--- config.mk ---
export PLATFORM = sky130hd
export DESIGN_NAME = nbs_bar_cfg
export DESIGN_NICKNAME = d
export VERILOG_FILES = /design/src/rtl/nbs_pkg.sv /design/src/rtl/nbs_bar_cfg.sv
export VERILOG_INCLUDE_DIRS = /design/src /design/src/rtl
export SDC_FILE = /design/constraint.sdc
export NUM_CORES = 1
export LEC_CHECK = 0
export CORE_MARGIN = 1.5
export CORE_UTILIZATION = 25
export DETAILED_ROUTE_END_ITERATION = 10
export DONT_BUFFER_PORTS = 1
export GPL_TIMING_DRIVEN = 1
export REMOVE_ABC_BUFFERS = 1
export SLEW_MARGIN = 25
export SYNTH_ARGS = -nofsm -noshare
export SYNTH_HDL_FRONTEND = slang
export SYNTH_SLANG_ARGS = --single-unit
--- constraint.sdc ---
create_clock -name i_sys_clk -period 2 [get_ports i_sys_clk]
set_input_delay 0.1 -clock i_sys_clk [delete_from_list [all_inputs] [get_ports i_sys_clk]]
set_output_delay 0.1 -clock i_sys_clk [all_outputs]
set_load 0.1 [all_outputs]
--- src/rtl/nbs_consts.svh ---
`ifndef NBS_CONSTS_SVH
`define NBS_CONSTS_SVH
`define NBS_W2_SETUP_OFF 12'h080
`define NBS_W1_TBASE_OFF 12'h088
`define NBS_W2_TBASE_OFF 12'h090
`define NBS_W3_SETUP_OFF 12'h094
`define NBS_SPACE_SELECT_BIT 0
`define NBS_TYPE_MSB 2
`define NBS_TYPE_LSB 1
`define NBS_PREFETCHABLE_SELECT_BIT 3
`define NBS_SIZE_MSB 9
`define NBS_SIZE_LSB 4
`define NBS_EN_BIT 31
`define NBS_TB_LSB 4
`define NBS_TYPE_32 2'h0
`define NBS_TYPE_64 2'h2
`define NBS_SETUP_MASK 32'h8000_03ff
`define NBS_TBASE_MASK 32'hffff_fff0
`define NBS_W1TB_MASK 32'hffff_ffff
`define NBS_CFG_RST 32'h0000_0000
`define NBS_RESP_OKAY 2'h0
`define NBS_RESP_SLVERR 2'h2
`endif

--- src/rtl/nbs_pkg.sv ---
package nbs_pkg;
   typedef struct packed {
      logic en;
      logic space_select;
      logic [1:0] addr_type;
      logic prefetchable_select;
      logic [5:0] size;
   } nbs_win_s;
   typedef struct packed {
      logic [31:0] w2_setup;
      logic [31:0] w1_tbase;
      logic [31:0] w2_tbase;
      logic [31:0] w3_setup;
      nbs_win_s win2;
      nbs_win_s win3;
      logic pair64;
      logic [63:0] tbase2;
   } nbs_cfg_s;
   typedef struct packed {
      logic awready;
      logic [11:0] awaddr;
      logic wready;
      logic [31:0] wdata;
      logic [3:0] wstrb;
      logic bvalid;
      logic [1:0] bresp;
      logic arready;
      logic rvalid;
      logic [31:0] rdata;
      logic [1:0] rresp;
   } nbs_bus_s;
endpackage

--- src/rtl/nbs_bar_cfg.sv ---
// Chosen here: register access over AXI4-Lite.
`timescale 1ns/1ps
`default_nettype none
`include "nbs_consts.svh"
module nbs_bar_cfg
   import nbs_pkg::*;
(
   input wire logic i_sys_clk,
   input wire logic i_resetn,
   input wire logic i_por_n,
   input wire logic i_s_axi_awvalid,
   output logic o_s_axi_awready,
   input wire logic [11:0] i_s_axi_awaddr,
   input wire logic [2:0] i_s_axi_awprot,
   input wire logic i_s_axi_wvalid,
   output logic o_s_axi_wready,
   input wire logic [31:0] i_s_axi_wdata,
   input wire logic [3:0] i_s_axi_wstrb,
   output logic o_s_axi_bvalid,
   input wire logic i_s_axi_bready,
   output logic [1:0] o_s_axi_bresp,
   input wire logic i_s_axi_arvalid,
   output logic o_s_axi_arready,
   input wire logic [11:0] i_s_axi_araddr,
   input wire logic [2:0] i_s_axi_arprot,
   output logic o_s_axi_rvalid,
   input wire logic i_s_axi_rready,
   output logic [31:0] o_s_axi_rdata,
   output logic [1:0] o_s_axi_rresp,
   output nbs_win_s o_win2,
   output nbs_win_s o_win3,
   output logic o_pair64,
   output logic [63:0] o_win2_tbase
);

   nbs_cfg_s cfg_q;
   nbs_cfg_s cfg_d;
   nbs_bus_s bus_q;
   nbs_bus_s bus_d;
   logic pair_now;
   logic wr_go;
   logic wr_ok;

   // Byte-lane merge that also clears every bit outside the mask.
   function automatic logic [31:0] merge(
      input logic [31:0] old_v,
      input logic [31:0] new_v,
      input logic [3:0] strb,
      input logic [31:0] mask
   );
      logic [31:0] v;
      v = old_v;
      for (int i = 0; i < 4; i++) begin
         if (strb[i]) begin
            v[8*i +: 8] = new_v[8*i +: 8];
         end
      end
      return v & mask;
   endfunction

   // Setup word with the addressing type forced to zero for I/O space.
   function automatic logic [31:0] fix_setup(input logic [31:0] v);
      logic [31:0] r;
      r = v;
      if (r[`NBS_SPACE_SELECT_BIT]) begin
         r[`NBS_TYPE_MSB:`NBS_TYPE_LSB] = `NBS_TYPE_32;
      end
      return r;
   endfunction

   // Attributes a window reports to the translation path.
   function automatic nbs_win_s win_of(
      input logic [31:0] v,
      input logic alive
   );
      nbs_win_s w;
      w = '0;
      if (alive && v[`NBS_EN_BIT]) begin
         w.en = 1'b1;
         w.space_select = v[`NBS_SPACE_SELECT_BIT];
         w.addr_type = v[`NBS_TYPE_MSB:`NBS_TYPE_LSB];
         w.prefetchable_select = v[`NBS_PREFETCHABLE_SELECT_BIT];
         w.size = v[`NBS_SIZE_MSB:`NBS_SIZE_LSB];
      end
      return w;
   endfunction

   assign pair_now = !cfg_q.w2_setup[`NBS_SPACE_SELECT_BIT] &&
      (cfg_q.w2_setup[`NBS_TYPE_MSB:`NBS_TYPE_LSB] == `NBS_TYPE_64);
   assign wr_go = !bus_q.awready && !bus_q.wready && !bus_q.bvalid;

   always_comb begin
      cfg_d = cfg_q;
      bus_d = bus_q;
      wr_ok = 1'b0;
      if (i_s_axi_awvalid && bus_q.awready) begin
         bus_d.awready = 1'b0;
         bus_d.awaddr = i_s_axi_awaddr;
      end
      if (i_s_axi_wvalid && bus_q.wready) begin
         bus_d.wready = 1'b0;
         bus_d.wdata = i_s_axi_wdata;
         bus_d.wstrb = i_s_axi_wstrb;
      end
      if (wr_go) begin
         if (bus_q.awaddr == `NBS_W2_SETUP_OFF) begin
            wr_ok = 1'b1;
            cfg_d.w2_setup = fix_setup(merge(cfg_q.w2_setup,
               bus_q.wdata, bus_q.wstrb, `NBS_SETUP_MASK));
         end else if (bus_q.awaddr == `NBS_W1_TBASE_OFF) begin
            wr_ok = 1'b1;
            cfg_d.w1_tbase = merge(cfg_q.w1_tbase, bus_q.wdata,
               bus_q.wstrb, `NBS_W1TB_MASK);
         end else if (bus_q.awaddr == `NBS_W2_TBASE_OFF) begin
            wr_ok = 1'b1;
            cfg_d.w2_tbase = merge(cfg_q.w2_tbase, bus_q.wdata,
               bus_q.wstrb, `NBS_TBASE_MASK);
         end else if (bus_q.awaddr == `NBS_W3_SETUP_OFF) begin
            wr_ok = 1'b1;
            if (!pair_now) begin
               cfg_d.w3_setup = fix_setup(merge(cfg_q.w3_setup,
                  bus_q.wdata, bus_q.wstrb, `NBS_SETUP_MASK));
            end
         end
         bus_d.bvalid = 1'b1;
         bus_d.bresp = wr_ok ? `NBS_RESP_OKAY : `NBS_RESP_SLVERR;
      end
      if (bus_q.bvalid && i_s_axi_bready) begin
         bus_d.bvalid = 1'b0;
         bus_d.awready = 1'b1;
         bus_d.wready = 1'b1;
      end
      if (i_s_axi_arvalid && bus_q.arready) begin
         bus_d.arready = 1'b0;
         bus_d.rvalid = 1'b1;
         bus_d.rresp = `NBS_RESP_OKAY;
         if (i_s_axi_araddr == `NBS_W2_SETUP_OFF) begin
            bus_d.rdata = cfg_q.w2_setup;
         end else if (i_s_axi_araddr == `NBS_W1_TBASE_OFF) begin
            bus_d.rdata = cfg_q.w1_tbase;
         end else if (i_s_axi_araddr == `NBS_W2_TBASE_OFF) begin
            bus_d.rdata = cfg_q.w2_tbase;
         end else if (i_s_axi_araddr == `NBS_W3_SETUP_OFF) begin
            bus_d.rdata = pair_now ? 32'h0000_0000 : cfg_q.w3_setup;
         end else begin
            bus_d.rdata = 32'h0000_0000;
            bus_d.rresp = `NBS_RESP_SLVERR;
         end
      end
      if (bus_q.rvalid && i_s_axi_rready) begin
         bus_d.rvalid = 1'b0;
         bus_d.arready = 1'b1;
      end
      cfg_d.pair64 = !cfg_d.w2_setup[`NBS_SPACE_SELECT_BIT] &&
         (cfg_d.w2_setup[`NBS_TYPE_MSB:`NBS_TYPE_LSB] == `NBS_TYPE_64);
      cfg_d.win2 = win_of(cfg_d.w2_setup, 1'b1);
      cfg_d.win3 = win_of(cfg_d.w3_setup, !cfg_d.pair64);
      cfg_d.tbase2 = {32'h0000_0000, cfg_d.w2_tbase};
      if (cfg_d.pair64) begin
         cfg_d.tbase2 = {cfg_d.w1_tbase, cfg_d.w2_tbase};
      end
   end

   always_ff @(posedge i_sys_clk or negedge i_por_n) begin
      if (!i_por_n) begin
         cfg_q <= '0;
         cfg_q.w2_setup <= `NBS_CFG_RST;
         cfg_q.w1_tbase <= `NBS_CFG_RST;
         cfg_q.w2_tbase <= `NBS_CFG_RST;
         cfg_q.w3_setup <= `NBS_CFG_RST;
      end else begin
         cfg_q <= cfg_d;
      end
   end

   always_ff @(posedge i_sys_clk or negedge i_resetn) begin
      if (!i_resetn) begin
         bus_q <= '0;
         bus_q.awready <= 1'b1;
         bus_q.wready <= 1'b1;
         bus_q.arready <= 1'b1;
      end else begin
         bus_q <= bus_d;
      end
   end

   assign o_s_axi_awready = bus_q.awready;
   assign o_s_axi_wready = bus_q.wready;
   assign o_s_axi_bvalid = bus_q.bvalid;
   assign o_s_axi_bresp = bus_q.bresp;
   assign o_s_axi_arready = bus_q.arready;
   assign o_s_axi_rvalid = bus_q.rvalid;
   assign o_s_axi_rdata = bus_q.rdata;
   assign o_s_axi_rresp = bus_q.rresp;
   assign o_win2 = cfg_q.win2;
   assign o_win3 = cfg_q.win3;
   assign o_pair64 = cfg_q.pair64;
   assign o_win2_tbase = cfg_q.tbase2;

endmodule
`default_nettype wire

# --- Word level (Yosys, flattened, before mapping) ---
# Index checks and enable logic that the tools add are counted.
totals:
  elab_cells: 116
  ff_bits: 262
op_classes:
  muxes: 59
  n_reduce_logical: 20
  eq_ne: 10
op_table:
  columns: ["cell", "n"]
  rows:
  - ["$mux 32", 11]
  - ["$mux 8", 20]
  - ["$mux 128", 1]
  - ["$mux 64", 2]
  - ["$eq 12x8->1 const B", 8]
  - ["$mux 96", 1]
  - ["$mux 37", 1]
  - ["$mux 36", 1]
  - ["$mux 11", 2]
  - ["$mux 2", 10]
  - ["$mux 13", 1]
  - ["$logic_and 1x1->1", 10]
  - ["$mux 1", 8]
  - ["$reduce_bool 2->1", 4]
  - ["$logic_not 1->1", 6]
  - ["$eq 2x2->1 const B", 2]
  - ["$mux 3", 1]

# --- Longest topological paths before layout ---
logic_depth:
  depth_word: 20
  depth_mapped: 8
  depth_no_buf: 5

# --- Least setup slack after synthesis ---
# OpenSTA, ideal clock, no wires.
synth_timing:
  path_type: "flip-flop to flip-flop"
  from: "reg bus_q (netlist bit o_s_axi_bvalid)"
  to: "reg cfg_q (netlist bit o_win2_tbase[34])"
  t_arrival_ns: 2.262
  required_time_ns: 1.881
  setup_ns: 0.119
  path_slack_ns: -0.381
  path_buffers: 2
  path_stages_with_launch: 8
  path_cell_list: "dfrtp_1 -> nor3_2 -> and4_1 -> buf_6 -> and4b_1 -> buf_2 -> mux2_2 -> and2_1"
synth_lines:
  columns: ["element", "line", "source"]
  rows:
  - ["start, declared", "nbs_bar_cfg.sv:38", "nbs_bus_s bus_q;"]
  - ["start signal, assigned", "nbs_bar_cfg.sv:183", "bus_q <= bus_d;"]
  - ["end signal, assigned", "nbs_bar_cfg.sv:172", "cfg_q <= cfg_d;"]
  - ["end, declared", "nbs_bar_cfg.sv:36", "nbs_cfg_s cfg_q;"]

==> flow_summary.ini <==
[outcome]
status = finished with violations
violations = hold timing, setup timing

[global_route]
antenna_found_initial = 4
grt_max_degree = 137
grt_overflow = 0
grt_pass1_vias = 6584
grt_pass1_wl_mm = 41.0
grt_util_all_layers = 0.133

[setup_path]
worst_r2r_endpoint = o_win2_tbase[55]$_DFF_PN0_
path_buf_inv = 2
path_cells = nor4_2 -> and4_4 -> buf_12 -> nand3b_4 -> o311ai_4 -> buf_6 -> and2_4
slowest_stage = dfrtp_1
cp-start-kind = flop
crit_fanout = 18
timing.rr.start = bus_q[86]$_DFFE_PN0P_
r2r_slack_ns = -0.17
reg2regPathDepth = 7
critPathTopFamily = simple AND/OR/NAND/NOR gates
cp_slowest_stage_delay_ns = 0.39
critPathLaunch = bus_q[86]$_DFFE_PN0P_
end_kind = flop
cp.arrival_ns = 2.66
worstPathRequired_ns = 2.49
path_class = flop to flop

[logic_synthesis]
yosys.cell_types.count = 54
ys_warn_count = 0
synth-edff-count = 0
synth_area_leaders = dfrtp_1, mux2_2, buf_4
ys_ff_latch = 223
synth_seq_area_share = 0.572
synthArstFlopShare = 1.00
syn_area_per_cell_um2 = 12.8
yosysTopAreaCell = dfrtp_1
syn_area_mm2 = 0.00976
synth-main-ff-cell = dfrtp_1
yosys.area.top_type_share = 0.564
netlist_instances = 760

[timing]
finalClockSkew_ns = 0.0239
post-route-period-util = 1.09
fmax_mhz = 460
fin_crit_ns = 2.17
setup_violations = 97
rsz0062_at_grt = yes
tns_ns = -8.47
hold_violations = 136
maxSlewHeadroom = 0.571
drv_slew = 0
fin_ws_ns = -0.173
holdWs_ns = -0.761
worst_pin_slew_ns = 0.642

[clock_network]
cts-root-buf = clkbuf_16
numCtsBuffers = 28
max-clock-path-buffers = 3
hold_buffers = 61
clock_sinks = 223
clkLatencyLatePin_ns = 0.56
cts_tree = done
clk_pin_slew_ns = 0.06
h-tree-depth = 1

[detailed_routing]
via_per_inst = 4.29
drtAntennaViolNets = 0
firstDrtPassIters = 4
wl_per_cell_um = 19.2
finalWirelength_mm = 27.2
drtIter0Drc = 225
vias = 6072
post-route-drc-count = 0

[floorplan]
core.rowCount = 72
core-area_mm2 = 0.0386
ios = 202
initial_core_util = 0.253
die_y_um = 201
die_w_um = 201
dieArea_mm2 = 0.0402

[final_layout]
nFillCells = 3880
design_area_mm2 = 0.0128
drive_above_1_share = 0.453
syn_to_final_growth_pct = 31.2
nets = 949

[place]
io_buffers = 0
place_ws_ns = -0.211
placed_area_mm2 = 0.0107
dpl.hpwl_mm = 17.4
gp_congestion = 0.814

[job]
maxCapViolCount = 0

[hold_path]
hp-class = primary input to async pin

[power_and_ir_drop]
swShare = 0.326
seq_power_share = 0.417
p_clk_frac = 0.375
intPower_mw = 9.56
power_density_mw_per_mm2 = 1110
leakagePower_nw = 5.96
finalPower_mw = 14.2
combPwrFrac = 0.208
ir_drop_v = 0.000752
netSwitchingPower_mw = 4.62
==> cell usage in the layout, fill, tap and decap left out, types with 6 or more instances in the layout <==
cell / Yosys / layout
nand2_1: 35 / 32
nand2b_1: 10 / 10
nor3_1: 7 / 7
nor2b_1: 14 / 10
mux2_4: 0 / 35
mux2_2: 123 / 88
o21ai_1: 20 / 20
buf_4: 125 / 148
clkbuf_16: 0 / 29
clkinv_2: 0 / 8
buf_6: 6 / 13
nor3b_2: 0 / 8
and2_4: 0 / 16
inv_1: 9 / 8
dlygate4sd3_1: 0 / 60
buf_12: 0 / 11
conb_1: 1 / 6
o21ai_0: 6 / 6
nor2_1: 12 / 12
and2_1: 33 / 17
a22oi_1: 21 / 21
dfrtp_1: 220 / 220
==> registers in the layout (all words and copies together), names as in the netlist, 10 cells and up <==
name,cells
bus_q,48
o_win3,11
o_win2,10
o_s_axi_rdata,32
o_win2_tbase,60
cfg_q,54
==> power by group through the flow <==
stage / registers, mW / logic, mW / clock network, mW
after floorplan: 6.76 / 1.02 / 0
after global placement: 5.89 / 2.69 / 0
after detailed placement: 5.92 / 2.74 / 0
after CTS: 5.87 / 2.95 / 5.46
after global routing: 6.03 / 3.11 / 5.64
final: 5.92 / 2.95 / 5.32
==> how the worst max path moves through the flow <==
stage                                       endpoint  slack [ns]  cells past startpoint
after floorplan           o_win2_tbase[32]$_DFF_PN0_       -0.83                      5
after global placement           o_win3[5]$_DFF_PN0_       -0.16                      8
after detailed placement         o_win3[5]$_DFF_PN0_       -0.21                      8
after CTS                 o_win2_tbase[55]$_DFF_PN0_       -0.13                      7
after global routing      o_win2_tbase[55]$_DFF_PN0_       -0.25                      7
final                     o_win2_tbase[55]$_DFF_PN0_       -0.17                      7
==> repair_timing <==
action / in CTS / in global routing
setup buffers: 1 / 8
endpoints found under the hold margin: 287 / 136
pin swaps: 2 / 6
endpoints found under the setup margin: 103 / 125
cloned: 0 / 1
gates resized for setup: 35 / 71
==> routing by layer <==
metal,track usage,part of all wire,vias up
met5,0.00476,0.0013,-
met1,0.167,0.42,3063
li1,-,-,2758
met2,0.217,0.47,192
met4,0.0354,0.024,6
met3,0.0476,0.081,53
==> area by class of cell <==
class | instances | area (µm²) | share of cell area
Clock buffer | 32 | 726 | 0.0567
Multi-Input combinational cell | 378 | 3410 | 0.267
Clock inverter | 19 | 249 | 0.0195
Antenna cell | 1 | 2.50 | 0.000195
Sequential cell | 223 | 5580 | 0.436
Inverter | 9 | 33.8 | 0.00264
Timing Repair Buffer | 235 | 2150 | 0.168
Tap cell | 518 | 648 | 0.0506
==> cells in the mapped netlist, types with 5 or more instances <==
master	count
a211oi_1	5
mux2_2	123
a22oi_1	21
dfrtp_1	220
and2_1	33
nor3_1	7
o21ai_0	6
a221oi_1	5
o21ai_1	20
nand4_1	5
buf_4	125
nor2_1	12
mux2i_1	5
inv_1	9
nand2b_1	10
nor2b_1	14
clkbuf_1	14
buf_2	8
nand2_1	35
buf_6	6
nor3b_1	11
==> stage by stage <==
| stage | util | cells |
|---|---|---|
| 3_5_place_dp | 0.277 | 1292 |
| 6_report | 0.332 | 1415 |
| 3_3_place_gp | 0.277 | 1292 |
| 2_1_floorplan | - | 610 |
| 5_1_grt | 0.332 | 1415 |
| 4_1_cts | 0.323 | 1405 |
==> cells by family after synthesis <==
kind of cell | synth area share
AO/OA/AOI/OAI | 0.0614
buffers and inverters | 0.117
flip-flops | 0.572
multiplexers | 0.147
other | 0.000384
AND/OR/NAND/NOR | 0.102
(Power assumes the default switching activity.)
